### config.mk
export PLATFORM = sky130hd
export DESIGN_NAME = crw_top
export DESIGN_NICKNAME = d
export VERILOG_FILES = /design/src/design/crw_pkg.sv /design/src/design/crw_top.sv /design/src/design/crw_watchdog.sv /design/src/design/crw_decoder.sv
export SDC_FILE = /design/constraint.sdc
export NUM_CORES = 1
export LEC_CHECK = 0
export BUFFER_PORTS_ARGS = -buffer_cell sky130_fd_sc_hd__buf_2
export CORE_AREA = 2 2 147 149
export CTS_CLUSTER_SIZE = 16
export DETAILED_ROUTE_END_ITERATION = 7
export DIE_AREA = 0 0 149 151
export GPL_TIMING_DRIVEN = 0
export PLACE_DENSITY = 0.67
export SLEW_MARGIN = 20
export SYNTH_ARGS = -nofsm -noshare
export SYNTH_HDL_FRONTEND = slang
export SYNTH_SLANG_ARGS = --single-unit
### constraint.sdc
create_clock -name sys_clk -period 2.9 [get_ports sys_clk]
set_input_delay 0.435 -clock sys_clk [delete_from_list [all_inputs] [get_ports sys_clk]]
set_output_delay 0.435 -clock sys_clk [all_outputs]
set_load 0.05 [all_outputs]
### src/design/crw_pkg.sv
// Purpose: Constants and types for the subsystem reset, watchdog and bus-map block
// Assumes: One 10 MHz system clock, synchronous active-low reset
// Notes:   Register offsets are byte addresses on the Avalon-MM slave
//
// How it works
// Processor 500 MHz, memory controller 312.50 MHz, other subsystem logic 250 MHz. The block runs all of these on one 10 MHz sys_clk.
// Soft-reset request resets processor and whole shared-bus subsystem by default.
// With cpu-only selected, soft reset hits only the processor core.
// Software disables frame DMA before any soft reset reaching the subsystem.
// Switch register bus slaves sit outside the subsystem reset domain.
// Chip soft reset resets everything, except subsystem when shield set before.
// Switch-core soft reset acts like chip reset but spares serdes and PLL.
// Scratch and pin alternate-function registers cleared only by external reset.
// Watchdog times out two seconds after restart; disabled out of reset.
// Expiry issues a subsystem soft reset, same as the request bit.
// A wrong watchdog key write triggers an immediate watchdog reset.
// Reset-cause flag records watchdog or other; updated only during processor reset.
// Software writes the key in the same write that sets enable.
// Cpu-only selection also limits watchdog resets to the processor core.
// Shared bus is 32-bit address and data, three named masters only.
// Byte addressing; 8, 16, 32-bit singles and 32-bit word bursts.
// After power-up or subsystem reset the decoder is in boot mode.
// Normal mode mirrors DDR into the lowest region instead of flash.
// Boot-map change is written, then applied at the following read.
// 512 MB DDR decoded by default; large-memory select gives 1 GB map.
// Boot mirror 256 MB flash; flash 0x40000000, regs 0x70000000, PCIe 0xC0000000.
// With cpu-only selected, soft reset leaves the bus mapping unchanged.
// Watchdog is a down-counter reloaded on each valid enable or restart write.
// Software may start processor from DDR by clearing boot-map and disable bits.
package crw_pkg;
   // ----------------------------------------------------------------
   // Register map
   // ----------------------------------------------------------------
   localparam logic [3:0] REG_RESET   = 4'h0;
   localparam logic [3:0] REG_CHIP    = 4'h4;
   localparam logic [3:0] REG_WDOG    = 4'h8;
   localparam logic [3:0] REG_GENERAL = 4'hc;
   localparam logic [3:0] REG_MEMCFG  = 4'h0;
   localparam logic [3:0] REG_SCRATCH = 4'h4;
   localparam logic [3:0] REG_PINALT  = 4'h8;
   localparam logic [3:0] REG_STATUS  = 4'hc;
   localparam logic       BANK_CTRL   = 1'b0;
   localparam logic       BANK_MISC   = 1'b1;
   // Reset register fields
   localparam int B_RST_FORCE    = 0;
   localparam int B_RST_CPU_ONLY = 1;
   localparam int B_RST_PROTECT  = 2;
   // Chip reset register fields
   localparam int B_CHIP_RST     = 0;
   localparam int B_SWC_RST      = 1;
   // Watchdog register fields
   localparam int B_WD_ENABLE    = 0;
   localparam int B_WD_CAUSE     = 1;
   localparam int F_WD_KEY_LO    = 8;
   localparam int F_WD_KEY_HI    = 15;
   localparam logic [7:0] WD_KEY_FIRST  = 8'hbe;
   localparam logic [7:0] WD_KEY_SECOND = 8'hef;
   // General control and memory-config fields
   localparam int B_BOOT_MAP     = 0;
   localparam int B_PROCESSOR_DISABLE_BIT      = 1;
   localparam int B_LARGE_MEM    = 0;
   localparam logic [31:0] GENERAL_RESET = 32'h0000_0001;
   // ----------------------------------------------------------------
   // Timing
   // ----------------------------------------------------------------
   localparam longint CLK_HZ         = 64'd10_000_000;
   localparam longint WD_TIMEOUT_S   = 64'd2;
   localparam longint WD_TIMEOUT_CYC = WD_TIMEOUT_S * CLK_HZ;
   localparam int     RST_PULSE_CYC  = 4;
   // ----------------------------------------------------------------
   // Shared-bus memory map
   // ----------------------------------------------------------------
   localparam logic [31:0] MIRROR_FLASH_TOP = 32'h1000_0000;
   localparam logic [31:0] DDR_LOW_BASE     = 32'h2000_0000;
   localparam logic [31:0] FLASH_BASE       = 32'h4000_0000;
   localparam logic [31:0] FLASH_TOP        = 32'h5000_0000;
   localparam logic [31:0] REGS_BASE        = 32'h7000_0000;
   localparam logic [31:0] REGS_TOP         = 32'h8000_0000;
   localparam logic [31:0] DDR_HI_BASE      = 32'h8000_0000;
   localparam logic [31:0] PCIE_BASE        = 32'hc000_0000;
   localparam logic [31:0] MB512            = 32'h2000_0000;
   localparam logic [31:0] GB1              = 32'h4000_0000;

   typedef enum logic [2:0] {
      CRW_TGT_NONE, CRW_TGT_FLASH, CRW_TGT_DDR, CRW_TGT_REGS, CRW_TGT_PCIE
   } crw_target_t;

   typedef struct packed {
      logic cpu;
      logic subsys;
      logic switch_core;
      logic serdes_pll;
   } crw_resets_t;

   typedef struct packed {
      logic [31:0] addr;
      logic [1:0]  master;
   } crw_bus_req_t;

   typedef struct packed {
      crw_target_t target;
      logic [31:0] offset;
      logic        master_ok;
   } crw_bus_dec_t;
endpackage : crw_pkg

### src/design/crw_top.sv
// Purpose: Subsystem reset, watchdog and shared-bus map control
// Assumes: Avalon-MM slave, 32-bit data, waitrequest answers after one wait cycle
// Notes:   Reset outputs are held for a fixed number of cycles
`timescale 1ns/1ps
module crw_top #(
   parameter longint WD_TIMEOUT_CYC = crw_pkg::WD_TIMEOUT_CYC,
   parameter int     RST_PULSE_CYC  = crw_pkg::RST_PULSE_CYC
) (
   input  wire logic                  sys_clk,
   input  wire logic                  resetn,
   input  wire logic                  clk_en,
   input  wire logic [4:0]            avs_address,
   input  wire logic                  avs_read,
   input  wire logic                  avs_write,
   input  wire logic [31:0]           avs_writedata,
   input  wire logic [3:0]            avs_byteenable,
   output logic [31:0]                avs_readdata,
   output logic                       avs_waitrequest,
   output logic [1:0]                 avs_response,
   input  crw_pkg::crw_bus_req_t      bus_req,
   output crw_pkg::crw_bus_dec_t      bus_dec,
   output crw_pkg::crw_resets_t       rst_out,
   output logic                       processor_disable_bit,
   output logic                       boot_map_active
);
   initial begin
      if (RST_PULSE_CYC < 1 || RST_PULSE_CYC > 255) begin
         $error("reset pulse length out of range");
      end
   end

   // ----------------------------------------------------------------
   // Avalon-MM slave handshake
   // ----------------------------------------------------------------
   logic        ack_q;
   logic        acc;
   logic        wr_stb;
   logic        rd_stb;
   logic        bank;
   logic [3:0]  off;
   logic [31:0] wmask;

   assign acc             = (avs_read || avs_write) && clk_en;
   assign avs_waitrequest = !ack_q;
   assign wr_stb          = avs_write && ack_q && clk_en;
   assign rd_stb          = avs_read && ack_q && clk_en;
   assign bank            = avs_address[4];
   assign off             = avs_address[3:0];
   assign wmask           = {{8{avs_byteenable[3]}}, {8{avs_byteenable[2]}},
                             {8{avs_byteenable[1]}}, {8{avs_byteenable[0]}}};

   always_ff @(posedge sys_clk) begin
      if (!resetn) begin
         ack_q <= 1'b0;
      end else if (clk_en) begin
         ack_q <= acc && !ack_q;
      end
   end

   function automatic logic hit(input logic b, input logic [3:0] o,
                                input logic rb, input logic [3:0] ro);
      return (b == rb) && (o == ro);
   endfunction : hit

   // ----------------------------------------------------------------
   // Registers
   // ----------------------------------------------------------------
   logic [31:0] reset_q;
   logic [31:0] general_q;
   logic [31:0] general_wr_q;
   logic        large_mem_q;
   logic [31:0] scratch_q;
   logic [31:0] pinalt_q;
   logic        cause_q;
   logic        wd_enabled;
   logic        wd_fire;
   logic        soft_req;
   logic        chip_req;
   logic        swc_req;
   logic [7:0]  cpu_cnt_q;
   logic [7:0]  sub_cnt_q;
   logic [7:0]  chip_cnt_q;
   logic        swc_only_q;
   logic        wd_cause_q;
   logic        cpu_rst;
   logic        sub_rst;
   logic        chip_rst;

   assign soft_req = (wr_stb && hit(bank, off, crw_pkg::BANK_CTRL, crw_pkg::REG_RESET)
                      && avs_byteenable[0] && avs_writedata[crw_pkg::B_RST_FORCE])
                     || wd_fire;
   assign chip_req = wr_stb && hit(bank, off, crw_pkg::BANK_CTRL, crw_pkg::REG_CHIP)
                     && avs_byteenable[0] && avs_writedata[crw_pkg::B_CHIP_RST];
   assign swc_req  = wr_stb && hit(bank, off, crw_pkg::BANK_CTRL, crw_pkg::REG_CHIP)
                     && avs_byteenable[0] && avs_writedata[crw_pkg::B_SWC_RST];
   assign cpu_rst  = cpu_cnt_q != 8'h0;
   assign sub_rst  = sub_cnt_q != 8'h0;
   assign chip_rst = chip_cnt_q != 8'h0;

   // Reset control: protection and cpu-only are sticky; force self-clears
   always_ff @(posedge sys_clk) begin
      if (!resetn || (chip_rst && !reset_q[crw_pkg::B_RST_PROTECT])) begin
         reset_q <= 32'h0;
      end else if (clk_en) begin
         if (wr_stb && hit(bank, off, crw_pkg::BANK_CTRL, crw_pkg::REG_RESET)) begin
            reset_q <= ((reset_q & ~wmask) | (avs_writedata & wmask))
                       & 32'h0000_0006;
         end
      end
   end

   // ----------------------------------------------------------------
   // Reset sequencing
   // ----------------------------------------------------------------
   localparam logic [7:0] PULSE = 8'(RST_PULSE_CYC);

   always_ff @(posedge sys_clk) begin
      if (!resetn) begin
         cpu_cnt_q <= 8'h0;
         sub_cnt_q <= 8'h0;
      end else if (clk_en) begin
         if (soft_req || (chip_rst && !reset_q[crw_pkg::B_RST_PROTECT])) begin
            cpu_cnt_q <= PULSE;
            if (!reset_q[crw_pkg::B_RST_CPU_ONLY] || chip_rst) begin
               sub_cnt_q <= PULSE;
            end
         end else begin
            if (cpu_rst) begin
               cpu_cnt_q <= cpu_cnt_q - 8'h1;
            end
            if (sub_rst) begin
               sub_cnt_q <= sub_cnt_q - 8'h1;
            end
         end
      end
   end

   always_ff @(posedge sys_clk) begin
      if (!resetn) begin
         chip_cnt_q <= 8'h0;
         swc_only_q <= 1'b0;
      end else if (clk_en) begin
         if (chip_req || swc_req) begin
            chip_cnt_q <= PULSE;
            swc_only_q <= swc_req && !chip_req;
         end else if (chip_rst) begin
            chip_cnt_q <= chip_cnt_q - 8'h1;
         end
      end
   end

   // Single clock stands in for the processor, memory and system domains
   // Switch register bus slaves only see chip-level reset R5
   always_ff @(posedge sys_clk) begin
      if (!resetn) begin
         rst_out <= '1;
      end else if (clk_en) begin
         rst_out.cpu         <= cpu_rst;
         rst_out.subsys      <= sub_rst;
         rst_out.switch_core <= chip_rst;
         rst_out.serdes_pll  <= chip_rst && !swc_only_q;
      end
   end

   // ----------------------------------------------------------------
   // Watchdog
   // ----------------------------------------------------------------
   crw_watchdog #(
      .TIMEOUT_CYC (WD_TIMEOUT_CYC)
   ) u_wdog (
      .sys_clk   (sys_clk),
      .resetn    (resetn),
      .clk_en    (clk_en),
      .sub_rst   (cpu_rst),
      .wr        (wr_stb && hit(bank, off, crw_pkg::BANK_CTRL, crw_pkg::REG_WDOG)
                  && avs_byteenable[1]),
      .key       (avs_writedata[crw_pkg::F_WD_KEY_HI:crw_pkg::F_WD_KEY_LO]),
      .enable_in (avs_writedata[crw_pkg::B_WD_ENABLE]),
      .enabled_q (wd_enabled),
      .fire      (wd_fire)
   );

   // Cause remembered from trigger, latched while processor is held
   always_ff @(posedge sys_clk) begin
      if (!resetn) begin
         wd_cause_q <= 1'b0;
         cause_q    <= 1'b0;
      end else if (clk_en) begin
         if (soft_req || chip_req || swc_req) begin
            wd_cause_q <= wd_fire;
         end
         if (cpu_rst) begin
            cause_q <= wd_cause_q;
         end
      end
   end

   // ----------------------------------------------------------------
   // Bus map control
   // ----------------------------------------------------------------
   always_ff @(posedge sys_clk) begin
      if (!resetn || sub_rst) begin
         general_q    <= crw_pkg::GENERAL_RESET;
         general_wr_q <= crw_pkg::GENERAL_RESET;
      end else if (clk_en) begin
         if (wr_stb && hit(bank, off, crw_pkg::BANK_CTRL, crw_pkg::REG_GENERAL)) begin
            general_wr_q <= ((general_wr_q & ~wmask) | (avs_writedata & wmask))
                            & 32'h0000_0003;
         end
         if (rd_stb && hit(bank, off, crw_pkg::BANK_CTRL, crw_pkg::REG_GENERAL)) begin
            general_q <= general_wr_q;
         end
      end
   end

   always_ff @(posedge sys_clk) begin
      if (!resetn || sub_rst) begin
         large_mem_q <= 1'b0;
      end else if (clk_en) begin
         if (wr_stb && hit(bank, off, crw_pkg::BANK_MISC, crw_pkg::REG_MEMCFG)
             && avs_byteenable[0]) begin
            large_mem_q <= avs_writedata[crw_pkg::B_LARGE_MEM];
         end
      end
   end

   // Only the external reset clears these
   always_ff @(posedge sys_clk) begin
      if (!resetn) begin
         scratch_q <= 32'h0;
         pinalt_q  <= 32'h0;
      end else if (clk_en && wr_stb) begin
         if (hit(bank, off, crw_pkg::BANK_MISC, crw_pkg::REG_SCRATCH)) begin
            scratch_q <= (scratch_q & ~wmask) | (avs_writedata & wmask);
         end
         if (hit(bank, off, crw_pkg::BANK_MISC, crw_pkg::REG_PINALT)) begin
            pinalt_q <= (pinalt_q & ~wmask) | (avs_writedata & wmask);
         end
      end
   end

   assign processor_disable_bit = general_q[crw_pkg::B_PROCESSOR_DISABLE_BIT];
   assign boot_map_active       = general_q[crw_pkg::B_BOOT_MAP];

   crw_decoder u_dec (
      .sys_clk   (sys_clk),
      .resetn    (resetn),
      .clk_en    (clk_en),
      .boot_map  (general_q[crw_pkg::B_BOOT_MAP]),
      .large_mem (large_mem_q),
      .req       (bus_req),
      .dec_q     (bus_dec)
   );

   // ----------------------------------------------------------------
   // Read data
   // ----------------------------------------------------------------
   always_ff @(posedge sys_clk) begin
      if (!resetn) begin
         avs_readdata <= 32'h0;
         avs_response <= 2'b00;
      end else if (clk_en && acc && !ack_q) begin
         avs_response <= 2'b00;
         unique case ({bank, off})
            {crw_pkg::BANK_CTRL, crw_pkg::REG_RESET}:   avs_readdata <= reset_q;
            {crw_pkg::BANK_CTRL, crw_pkg::REG_CHIP}:    avs_readdata <= 32'h0;
            {crw_pkg::BANK_CTRL, crw_pkg::REG_WDOG}:
               avs_readdata <= {30'h0, cause_q, wd_enabled};
            {crw_pkg::BANK_CTRL, crw_pkg::REG_GENERAL}: avs_readdata <= general_wr_q;
            {crw_pkg::BANK_MISC, crw_pkg::REG_MEMCFG}:  avs_readdata <= {31'h0, large_mem_q};
            {crw_pkg::BANK_MISC, crw_pkg::REG_SCRATCH}: avs_readdata <= scratch_q;
            {crw_pkg::BANK_MISC, crw_pkg::REG_PINALT}:  avs_readdata <= pinalt_q;
            {crw_pkg::BANK_MISC, crw_pkg::REG_STATUS}:
               avs_readdata <= {28'h0, rst_out};
            default: begin
               avs_readdata <= 32'h0;
               avs_response <= 2'b11;
            end
         endcase
      end
   end

   // ----------------------------------------------------------------
   // Checks
   // ----------------------------------------------------------------
   cpu_only_a: assert property (@(posedge sys_clk) disable iff (!resetn)
      (clk_en && wd_fire && reset_q[crw_pkg::B_RST_CPU_ONLY] && !sub_rst && !chip_rst)
      |=> !sub_rst && cpu_rst)
      else $error("cpu-only reset reached subsystem");
   soft_full_a: assert property (@(posedge sys_clk) disable iff (!resetn)
      (clk_en && soft_req && !reset_q[crw_pkg::B_RST_CPU_ONLY]) |=> cpu_rst && sub_rst)
      else $error("soft reset incomplete");
   map_on_read_a: assert property (@(posedge sys_clk) disable iff (!resetn)
      (clk_en && !sub_rst && !rd_stb && $stable(general_wr_q)) |=> $stable(general_q))
      else $error("map changed outside read");
   scratch_keep_a: assert property (@(posedge sys_clk) disable iff (!resetn)
      (!wr_stb || !clk_en) |=> $stable(scratch_q))
      else $error("scratch changed by soft reset");
   serdes_spared_a: assert property (@(posedge sys_clk) disable iff (!resetn)
      (clk_en && swc_req && !chip_req) |=> ##1 (rst_out.switch_core && !rst_out.serdes_pll))
      else $error("serdes hit by switch-core reset");
endmodule : crw_top

### src/design/crw_watchdog.sv
// Purpose: Watchdog down-counter with key check
// Assumes: Key and enable arrive together on one write strobe
// Notes:   Expiry and key misuse both raise a one-cycle fire pulse
`timescale 1ns/1ps
module crw_watchdog #(
   parameter longint TIMEOUT_CYC = crw_pkg::WD_TIMEOUT_CYC
) (
   input  wire logic       sys_clk,
   input  wire logic       resetn,
   input  wire logic       clk_en,
   input  wire logic       sub_rst,
   input  wire logic       wr,
   input  wire logic [7:0] key,
   input  wire logic       enable_in,
   output logic            enabled_q,
   output logic            fire
);
   localparam logic [31:0] LOAD = 32'(TIMEOUT_CYC - 64'd1);
   initial begin
      if (TIMEOUT_CYC < 64'd2 || TIMEOUT_CYC > 64'hffff_ffff) begin
         $error("watchdog timeout out of range");
      end
   end

   logic [31:0] count_q;
   logic        armed_q;
   logic        key_ok;
   logic        key_bad;
   logic        expire;

   assign key_ok  = wr && (key == crw_pkg::WD_KEY_SECOND) && armed_q;
   assign key_bad = wr && !(key == crw_pkg::WD_KEY_FIRST) && !key_ok;
   assign expire  = enabled_q && (count_q == 32'h0);
   assign fire    = clk_en && (expire || key_bad);

   // Two-step key sequence
   always_ff @(posedge sys_clk) begin
      if (!resetn || sub_rst) begin
         armed_q <= 1'b0;
      end else if (clk_en && wr) begin
         armed_q <= (key == crw_pkg::WD_KEY_FIRST);
      end
   end

   always_ff @(posedge sys_clk) begin
      if (!resetn || sub_rst) begin
         enabled_q <= 1'b0;
         count_q   <= LOAD;
      end else if (clk_en) begin
         if (key_ok) begin
            enabled_q <= enable_in;
            count_q   <= LOAD;
         end else if (expire) begin
            count_q   <= LOAD;
         end else if (enabled_q) begin
            count_q   <= count_q - 32'h1;
         end
      end
   end

   reload_restart_a: assert property (@(posedge sys_clk) disable iff (!resetn)
      (clk_en && key_ok && enable_in && !sub_rst) |=> (enabled_q && count_q == LOAD))
      else $error("watchdog did not reload");
   expire_fires_a: assert property (@(posedge sys_clk) disable iff (!resetn)
      (clk_en && enabled_q && count_q == 32'h0) |-> fire)
      else $error("expiry did not fire");
   bad_key_fires_a: assert property (@(posedge sys_clk) disable iff (!resetn)
      (clk_en && wr && key != crw_pkg::WD_KEY_FIRST && key != crw_pkg::WD_KEY_SECOND)
      |-> fire)
      else $error("bad key did not fire");
endmodule : crw_watchdog

### src/design/crw_decoder.sv
// Purpose: Shared-bus address decoder for boot and normal maps
// Assumes: Request address is registered by the caller
// Notes:   Unmapped and reserved regions decode to no target
`timescale 1ns/1ps
module crw_decoder (
   input  wire logic                  sys_clk,
   input  wire logic                  resetn,
   input  wire logic                  clk_en,
   input  wire logic                  boot_map,
   input  wire logic                  large_mem,
   input  crw_pkg::crw_bus_req_t      req,
   output crw_pkg::crw_bus_dec_t      dec_q
);
   function automatic crw_pkg::crw_bus_dec_t decode(input logic [31:0] a,
                                                    input logic boot, input logic big);
      crw_pkg::crw_bus_dec_t d;
      d.target    = crw_pkg::CRW_TGT_NONE;
      d.offset    = 32'h0;
      d.master_ok = 1'b1;
      if (a < crw_pkg::MIRROR_FLASH_TOP && boot) begin
         d.target = crw_pkg::CRW_TGT_FLASH;
         d.offset = a;
      end else if (!boot && a < (big ? crw_pkg::GB1 : crw_pkg::MB512)) begin
         d.target = crw_pkg::CRW_TGT_DDR;
         d.offset = a;
      end else if (!big && a >= crw_pkg::DDR_LOW_BASE && a < crw_pkg::FLASH_BASE) begin
         d.target = crw_pkg::CRW_TGT_DDR;
         d.offset = a - crw_pkg::DDR_LOW_BASE;
      end else if (a >= crw_pkg::FLASH_BASE && a < crw_pkg::FLASH_TOP) begin
         d.target = crw_pkg::CRW_TGT_FLASH;
         d.offset = a - crw_pkg::FLASH_BASE;
      end else if (a >= crw_pkg::REGS_BASE && a < crw_pkg::REGS_TOP) begin
         d.target = crw_pkg::CRW_TGT_REGS;
         d.offset = a - crw_pkg::REGS_BASE;
      end else if (big && a >= crw_pkg::DDR_HI_BASE && a < crw_pkg::PCIE_BASE) begin
         d.target = crw_pkg::CRW_TGT_DDR;
         d.offset = a - crw_pkg::DDR_HI_BASE;
      end else if (a >= crw_pkg::PCIE_BASE) begin
         d.target = crw_pkg::CRW_TGT_PCIE;
         d.offset = a - crw_pkg::PCIE_BASE;
      end
      return d;
   endfunction : decode

   // Masters 0..2 only: processor, PCIe inbound, register-access block
   always_ff @(posedge sys_clk) begin
      if (!resetn) begin
         dec_q <= '0;
      end else if (clk_en) begin
         dec_q           <= decode(req.addr, boot_map, large_mem);
         dec_q.master_ok <= (req.master != 2'd3);
      end
   end
endmodule : crw_decoder

==> out/results.md, run 1 <==
- **result of the run** finished, final reports clean
- **cell type with the highest aggregate area in the netlist** sky130_fd_sc_hd__dfxtp_1
- **fin. max-slew vios** 0
- **CTS Hold Buffers Added** 0
- **pin count of the biggest net entering global routing** 14
- **layout-stage area growth over the synthesis result** 21.58%
- **Post-Layout Inst Area** 11240 µm²
- **wire length of the first global-routing pass** 40.73 mm
- **count of nets after finishing** 1361
- **Worst Path Class, Setup** reg2reg
- **Post-synth EDFFs** 0
- **DRT antenna net count** 0
- **number of buffers between clock root and the deepest sink** 3
- **Die Y** 151 µm
- **clock input transition at the sequential cells of the worst setup and hold paths** 60 ps
- **CTS tree** built
- **gp weighted congestion** 0.9008
- **cells taking the most area after synthesis** sky130_fd_sc_hd__dfxtp_1, sky130_fd_sc_hd__nor2_1, sky130_fd_sc_hd__mux2i_1
- **register-to-register setup slack** 180 ps
- **share of the synthesized area in the top cell type** 0.4460
- **Cells after DPL** 1510
- **minimum clock period after layout** 2724 ps
- **starting density of the core** 0.4441
- **terminus of the critical flop-to-flop path** sub_cnt_q[2]$_SDFFE_PN0P_
- **Top FF cell, synth** sky130_fd_sc_hd__dfxtp_1
- **Post-Synthesis Mean Instance Area** 8.538 µm²
- **fin crit share** 0.9394
- **Min-Delay Path Depth** 2
- **detailed router's first-iteration violation count** 496
- **crit end category** register
- **Overflow after GRT** 0
- **horizontal die dimension** 149 µm
- **endpoints failing setup** 0
- **number of warnings issued by yosys** 0
- **Gate Count Post-Synth** 1083
- **average detailed-routed wire length per instance** 16.42 µm
- **fraction of synthesis flops using an asynchronous set or reset pin** 0
- **number of register bits inferred by synthesis** 206
- **Crit path arrival time** 3110 ps
- **antenna violations before repair** 3
- **Placement Setup Slack** -198.8 ps
- **power per standard cell area** 744.0 nW/µm²
- **leak pwr** 4.484 nW
- **number of levels the H-tree was split into** 1
- **via density per instance** 5.425
- **Port-buffer cells** 152
- **# rows** 53
- **max frequency** 0.3671 GHz
- **Worst slew margin** 0.3577
- **Non-Filler Instances** 1556
- **VDD IR-drop max** 0.5853 mV
- **overall die area** 22500 µm²
- **CTS Root Buffer Type** sky130_fd_sc_hd__clkbuf_16
- **worst hold path class** in2reg
- **HPWL Detailed** 18.73 mm
- **Filler Cell Count** 2016
- **required time of the critical path** 3280 ps
- **layout cell share with drive strength beyond 1** 0.1776
- **Worst Hold Launch** bus_req[1]
- **final wirelength** 25.56 mm
- **count of distinct cell types in the synthesized netlist** 68
- **vias in the first global route** 8073
- **slack of the critical path** 175.6 ps
- **beginning of the worst register-to-register path** sub_cnt_q[2]$_SDFFE_PN0P_
- **critical path fanouts, max** 6
- **Hold Path Sink** u_dec.dec_q[0]$_SDFFE_PN0P_
- **setup repair after global routing missed its margin** false
- **total power** 8.364 mW
- **worst-margin pin slew** 959.2 ps
- **insertion delay of the later-clocked pin in the worst-skew pair** 520 ps
- **Mapped Area** 9246 µm²
- **net count of the mapped netlist** 1182
- **total via count after detailed routing** 8442
- **post-synthesis sequential area ratio** 0.4460
- **Core Area** 20820 µm²
- **Hold Violations, Final** 0
- **DRC viols** 0
- **first-pass iteration count of the detailed router** 5
- **critical path startpoint category** register
- **Inserted Clock Buffers** 23
- **GRT Total Usage** 0.2217
- **number of I/O pins** 157
- **number of clock sinks** 206
- **max-cap check violation count** 0
- **Worst Clk Skew** 23.14 ps
- **depth of the worst register-to-register path** 7
- **cell area after placement** 10380 µm²
==> stage by stage <==
stage / util / hold slack (ps) / setup TNS (ps)
floorplan: - / 436.8 / 0
global placement: 0.4971 / 447.0 / -5328
detailed placement: 0.4983 / 456.3 / -3257
CTS: 0.5371 / 129.1 / 0
global route: 0.5395 / 133.4 / 0
finish: 0.5399 / 137.9 / 0
==> cells in the final DEF, fill, tap and decap left out, types with 5 or more instances in the layout <==
cell                        netlist  routed
sky130_fd_sc_hd__nand4_1         12      12
sky130_fd_sc_hd__clkbuf_16        0      23
sky130_fd_sc_hd__clkbuf_8         1       5
sky130_fd_sc_hd__and3_1           5       5
sky130_fd_sc_hd__a21oi_1         94      94
sky130_fd_sc_hd__a22oi_1         35      35
sky130_fd_sc_hd__ha_1            19      19
sky130_fd_sc_hd__xnor2_1         31      31
sky130_fd_sc_hd__nor4_1          22      21
sky130_fd_sc_hd__dfxtp_1        206     206
sky130_fd_sc_hd__xor2_1           9       9
sky130_fd_sc_hd__a31oi_1          9       9
sky130_fd_sc_hd__clkbuf_1        46      49
sky130_fd_sc_hd__mux2i_1         71      71
sky130_fd_sc_hd__nand3_1         60      60
sky130_fd_sc_hd__nand2_1         93      93
sky130_fd_sc_hd__or3_1           18      18
sky130_fd_sc_hd__nor2_1         190     190
sky130_fd_sc_hd__buf_2            5     157
sky130_fd_sc_hd__or4_1            6       6
sky130_fd_sc_hd__clkinv_2         0       6
sky130_fd_sc_hd__inv_1           21      21
sky130_fd_sc_hd__o21ai_0         23      23
sky130_fd_sc_hd__nor3_1          23      22
==> routing by layer <==
layer / up-vias / wire [µm] / track usage
met5: - / 13 / 0
met4: 2 / 577 / 0.06286
met3: 49 / 1606 / 0.05271
met2: 216 / 11720 / 0.3601
met1: 3993 / 11640 / 0.2953
li1: 4182 / - / -
==> cells in the mapped netlist, drive strengths merged, types with 24 or more instances <==
cell,count
nor4,26
o21ai,27
clkbuf,47
dfxtp,206
nand2,93
xnor2,31
nor2,190
nor3,24
a22oi,35
mux2i,71
a21oi,94
nand3,61
==> critical path, stage by stage, from the launching register on <==
cell	delay [ps]
sky130_fd_sc_hd__dfxtp_1	350
sky130_fd_sc_hd__or4_1	610
sky130_fd_sc_hd__nor4b_2	700
sky130_fd_sc_hd__o211ai_1	210
sky130_fd_sc_hd__nor3_2	370
sky130_fd_sc_hd__nor3_1	120
sky130_fd_sc_hd__xnor2_1	150
sky130_fd_sc_hd__a21oi_1	80
==> layout make-up <==
type,instances,area [µm²],area share
well taps,275,344.1,0.03061
diodes,3,7.507,0.0006678
repair buffers,154,775.7,0.06900
multi-input cells,796,4847,0.4312
clock inverters,11,158.9,0.01413
inverters,21,78.83,0.007012
flip-flops and latches,206,4124,0.3668
clock buffers,30,641.9,0.05710
plain buffers,60,264.0,0.02348
==> power by group <==
part | switching [mW] | leakage (nW) | internal, mW | total [mW]
clock network | 1.18 | 0.400 | 1.91 | 3.09
logic | 1.23 | 2.41 | 0.815 | 2.04
registers | 0.191 | 1.67 | 3.04 | 3.23
total | 2.60 | 4.48 | 5.76 | 8.36
==> what timing repair did <==
action,CTS,global route
setup endpoints to repair,5,44
gates resized for setup,1,5
setup buffers,0,2
==> worst max-delay path by stage <==
stage                               from                        endpoint  slack (ps)  cells after the start
3_3_place_gp                  bus_req[2]    u_dec.dec_q[28]$_SDFFE_PN0P_        -170                     10
5_1_grt        sub_cnt_q[2]$_SDFFE_PN0P_       sub_cnt_q[6]$_SDFFE_PN0P_          20                      7
2_1_floorplan             avs_address[2]  u_wdog.count_q[7]$_SDFFE_PP1P_         320                      8
4_1_cts        sub_cnt_q[2]$_SDFFE_PN0P_       sub_cnt_q[2]$_SDFFE_PN0P_          20                      7
3_5_place_dp                  bus_req[2]    u_dec.dec_q[28]$_SDFFE_PN0P_        -200                     10
6_report       sub_cnt_q[2]$_SDFFE_PN0P_       sub_cnt_q[2]$_SDFFE_PN0P_         180                      7
==> logic make-up after synthesis <==
logic type               after synthesis  share of synthesized area
AND/OR/NAND/NOR                      470                     0.2442
flip-flops                           206                     0.4460
AO/OA/AOI/OAI                        196                     0.1322
buffers and inverters                 81                    0.03708
multiplexers                          71                    0.07686
XOR/XNOR                              40                    0.03789
adder cells (fa/ha/maj)               19                    0.02571
No activity file was read; power rests on OpenSTA's default activity.
==> run 2, diff against run 1 <==
--- a/config.mk
+++ b/config.mk
@@ -11,7 +11,7 @@
 export DETAILED_ROUTE_END_ITERATION = 7
 export DIE_AREA = 0 0 149 151
 export GPL_TIMING_DRIVEN = 0
-export PLACE_DENSITY = 0.67
+export PLACE_DENSITY = 0.7
 export SLEW_MARGIN = 20
 export SYNTH_ARGS = -nofsm -noshare
 export SYNTH_HDL_FRONTEND = slang
==> out/results.md, run 2 (synthesis results as in run 1) <==
- **via density per instance** 5.463, +0.69%
- **beginning of the worst register-to-register path** u_wdog.count_q[18]$_SDFFE_PP0P_
- **max-cap check violation count** 0, unchanged
- **pin count of the biggest net entering global routing** 15, +1
- **terminus of the critical flop-to-flop path** u_wdog.count_q[19]$_SDFFE_PP0P_
- **Overflow after GRT** 0, unchanged
- **max frequency** 0.3710 GHz, +1.1%
- **Non-Filler Instances** 1557, +0.064%
- **Worst Clk Skew** 19.14 ps, -3.995 ps
- **number of levels the H-tree was split into** 1, unchanged
- **critical path startpoint category** register
- **Inserted Clock Buffers** 23, unchanged
- **DRT antenna net count** 0, unchanged
- **combined area of the multi-input logic cells** 4858 µm², +0.23%
- **setup repair after global routing missed its margin** false
- **Worst slew margin** 0.3925, +0.03474
- **GRT Total Usage** 0.2202, -0.001440
- **power per standard cell area** 752.8 nW/µm², +1.2%
- **detailed router's first-iteration violation count** 569, +15%
- **most common cell after layout, fill and taps aside** sky130_fd_sc_hd__dfxtp_1
- **most frequent cells in the layout** sky130_fd_sc_hd__dfxtp_1, sky130_fd_sc_hd__nor2_1, sky130_fd_sc_hd__buf_2
- **Port-buffer cells** 152, unchanged
- **total via count after detailed routing** 8506, +0.76%
- **number of clock sinks** 206, unchanged
- **Die Y** 151 µm, unchanged
- **number of I/O pins** 157, unchanged
- **overall die area** 22500 µm², unchanged
- **antenna violations before repair** 3, unchanged
- **Cells after DPL** 1510, unchanged
- **worst hold path class** in2reg
- **leak pwr** 4.492 nW, +0.20%
- **layout-stage area growth over the synthesis result** 22.18%
- **register-to-register setup slack** 200 ps, +30 ps
- **wire length of the first global-routing pass** 40.65 mm, -0.20%
- **crit path launch** u_wdog.count_q[18]$_SDFFE_PP0P_
- **Crit path arrival time** 3110 ps, about the same
- **clock input transition at the sequential cells of the worst setup and hold paths** 60 ps, about the same
- **Post-Route Hold Slack** 129.2 ps, -8.711 ps
- **final wirelength** 25.53 mm, about the same
- **count of nets after finishing** 1361, unchanged
- **core utilization of the finished layout** 0.5425, +0.002644
- **fin crit share** 0.9294, -0.01006
- **CTS Root Buffer Type** sky130_fd_sc_hd__clkbuf_16
- **crit end category** register
- **Placement Setup Slack** -258.6 ps, -59.78 ps
- **result of the run** finished, final reports clean
- **first-pass iteration count of the detailed router** 5, unchanged
- **Worst Path Class, Setup** reg2reg
- **critical path fanouts, max** 10, +4
- **Worst Setup EP** u_wdog.count_q[19]$_SDFFE_PP0P_
- **fin. max-slew vios** 0, unchanged
- **# rows** 53, unchanged
- **HPWL Detailed** 18.67 mm, -0.32%
- **starting density of the core** 0.4441, unchanged
- **endpoints failing setup** 0, unchanged
- **average detailed-routed wire length per instance** 16.40 µm, -0.16%
- **worst-margin pin slew** 907.3 ps, -51.88 ps
- **layout cell share with drive strength beyond 1** 0.1776, unchanged
- **slack of the critical path** 204.8 ps, +29.17 ps
- **depth of the worst register-to-register path** 7, unchanged
- **vias in the first global route** 8135, +0.77%
- **DRC viols** 0, unchanged
- **minimum clock period after layout** 2695 ps, -29.17 ps
- **Filler Cell Count** 1942, -3.7%
- **Hold Violations, Final** 0, unchanged
- **Core Area** 20820 µm², unchanged
- **area taken by flip-flops and latches** 4124 µm², unchanged
- **gp weighted congestion** 0.8945, -0.70%
- **VDD IR-drop max** 0.4872 mV, -17%
- **CTS tree** built
- **CTS Hold Buffers Added** 0, unchanged
- **number of buffers between clock root and the deepest sink** 3, unchanged
- **horizontal die dimension** 149 µm, unchanged
- **insertion delay of the later-clocked pin in the worst-skew pair** 530 ps, about the same
- **required time of the critical path** 3320 ps, +40 ps
## run 2: cell type report
type                            count  area share
Antenna cell                        4   0.0008860
Sequential cell                   206      0.3650
Timing Repair Buffer              154     0.06867
Tap cell                          275     0.03046
Inverter                           21    0.006978
Clock buffer                       30     0.05682
Clock inverter                     11     0.01772
Buffer                             60     0.02337
Multi-Input combinational cell    796      0.4301
## run 2: worst min path at each step
stage / end / slack (ps) / depth (start not counted) / from
final: u_dec.dec_q[0]$_SDFFE_PN0P_ / 130 / 2 / bus_req[1]
after global routing: u_dec.dec_q[0]$_SDFFE_PN0P_ / 150 / 2 / bus_req[0]
after CTS: u_dec.dec_q[0]$_SDFFE_PN0P_ / 110 / 2 / bus_req[1]
after detailed placement: u_dec.dec_q[25]$_SDFFE_PN0P_ / 450 / 2 / u_dec.dec_q[25]$_SDFFE_PN0P_
after global placement: u_dec.dec_q[35]$_SDFFE_PN0P_ / 450 / 2 / u_dec.dec_q[35]$_SDFFE_PN0P_
after floorplan: cause_q$_SDFFE_PN0P_ / 440 / 2 / cause_q$_SDFFE_PN0P_
## run 2: power breakdown
part / switching [mW] / internal [mW] / leakage [nW]
registers: 0.191 / 3.04 / 1.67
logic: 1.23 / 0.820 / 2.41
clock network: 1.21 / 2.01 / 0.408
## run 2: per-layer routing
layer | global-route usage | wire, µm
met1 | 0.2868 | 11040
met3 | 0.05090 | 1949
met2 | 0.3634 | 11880
met5 | 0 | 27
met4 | 0.07000 | 637
## run 2: critical path, stage by stage, from the launching register on
cell	delay, ps
sky130_fd_sc_hd__dfxtp_1	350
sky130_fd_sc_hd__or4_1	630
sky130_fd_sc_hd__nor4_4	380
sky130_fd_sc_hd__and4_1	320
sky130_fd_sc_hd__a21oi_1	230
sky130_fd_sc_hd__o21ai_1	310
sky130_fd_sc_hd__buf_2	280
sky130_fd_sc_hd__nor2_1	80
## run 2: what timing repair did
action,in CTS,in global routing
setup endpoints to repair,0,46
setup buffers,0,2
resized for setup,0,7
## run 2: metrics by stage
stage	area, µm²	TNS (ps)	power (mW)
2_1_floorplan	9246	0	4.745
3_3_place_gp	10350	-6426	5.192
3_5_place_dp	10380	-3730	5.231
4_1_cts	11220	0	8.453
5_1_grt	11290	0	8.896
6_report	11300	0	8.505
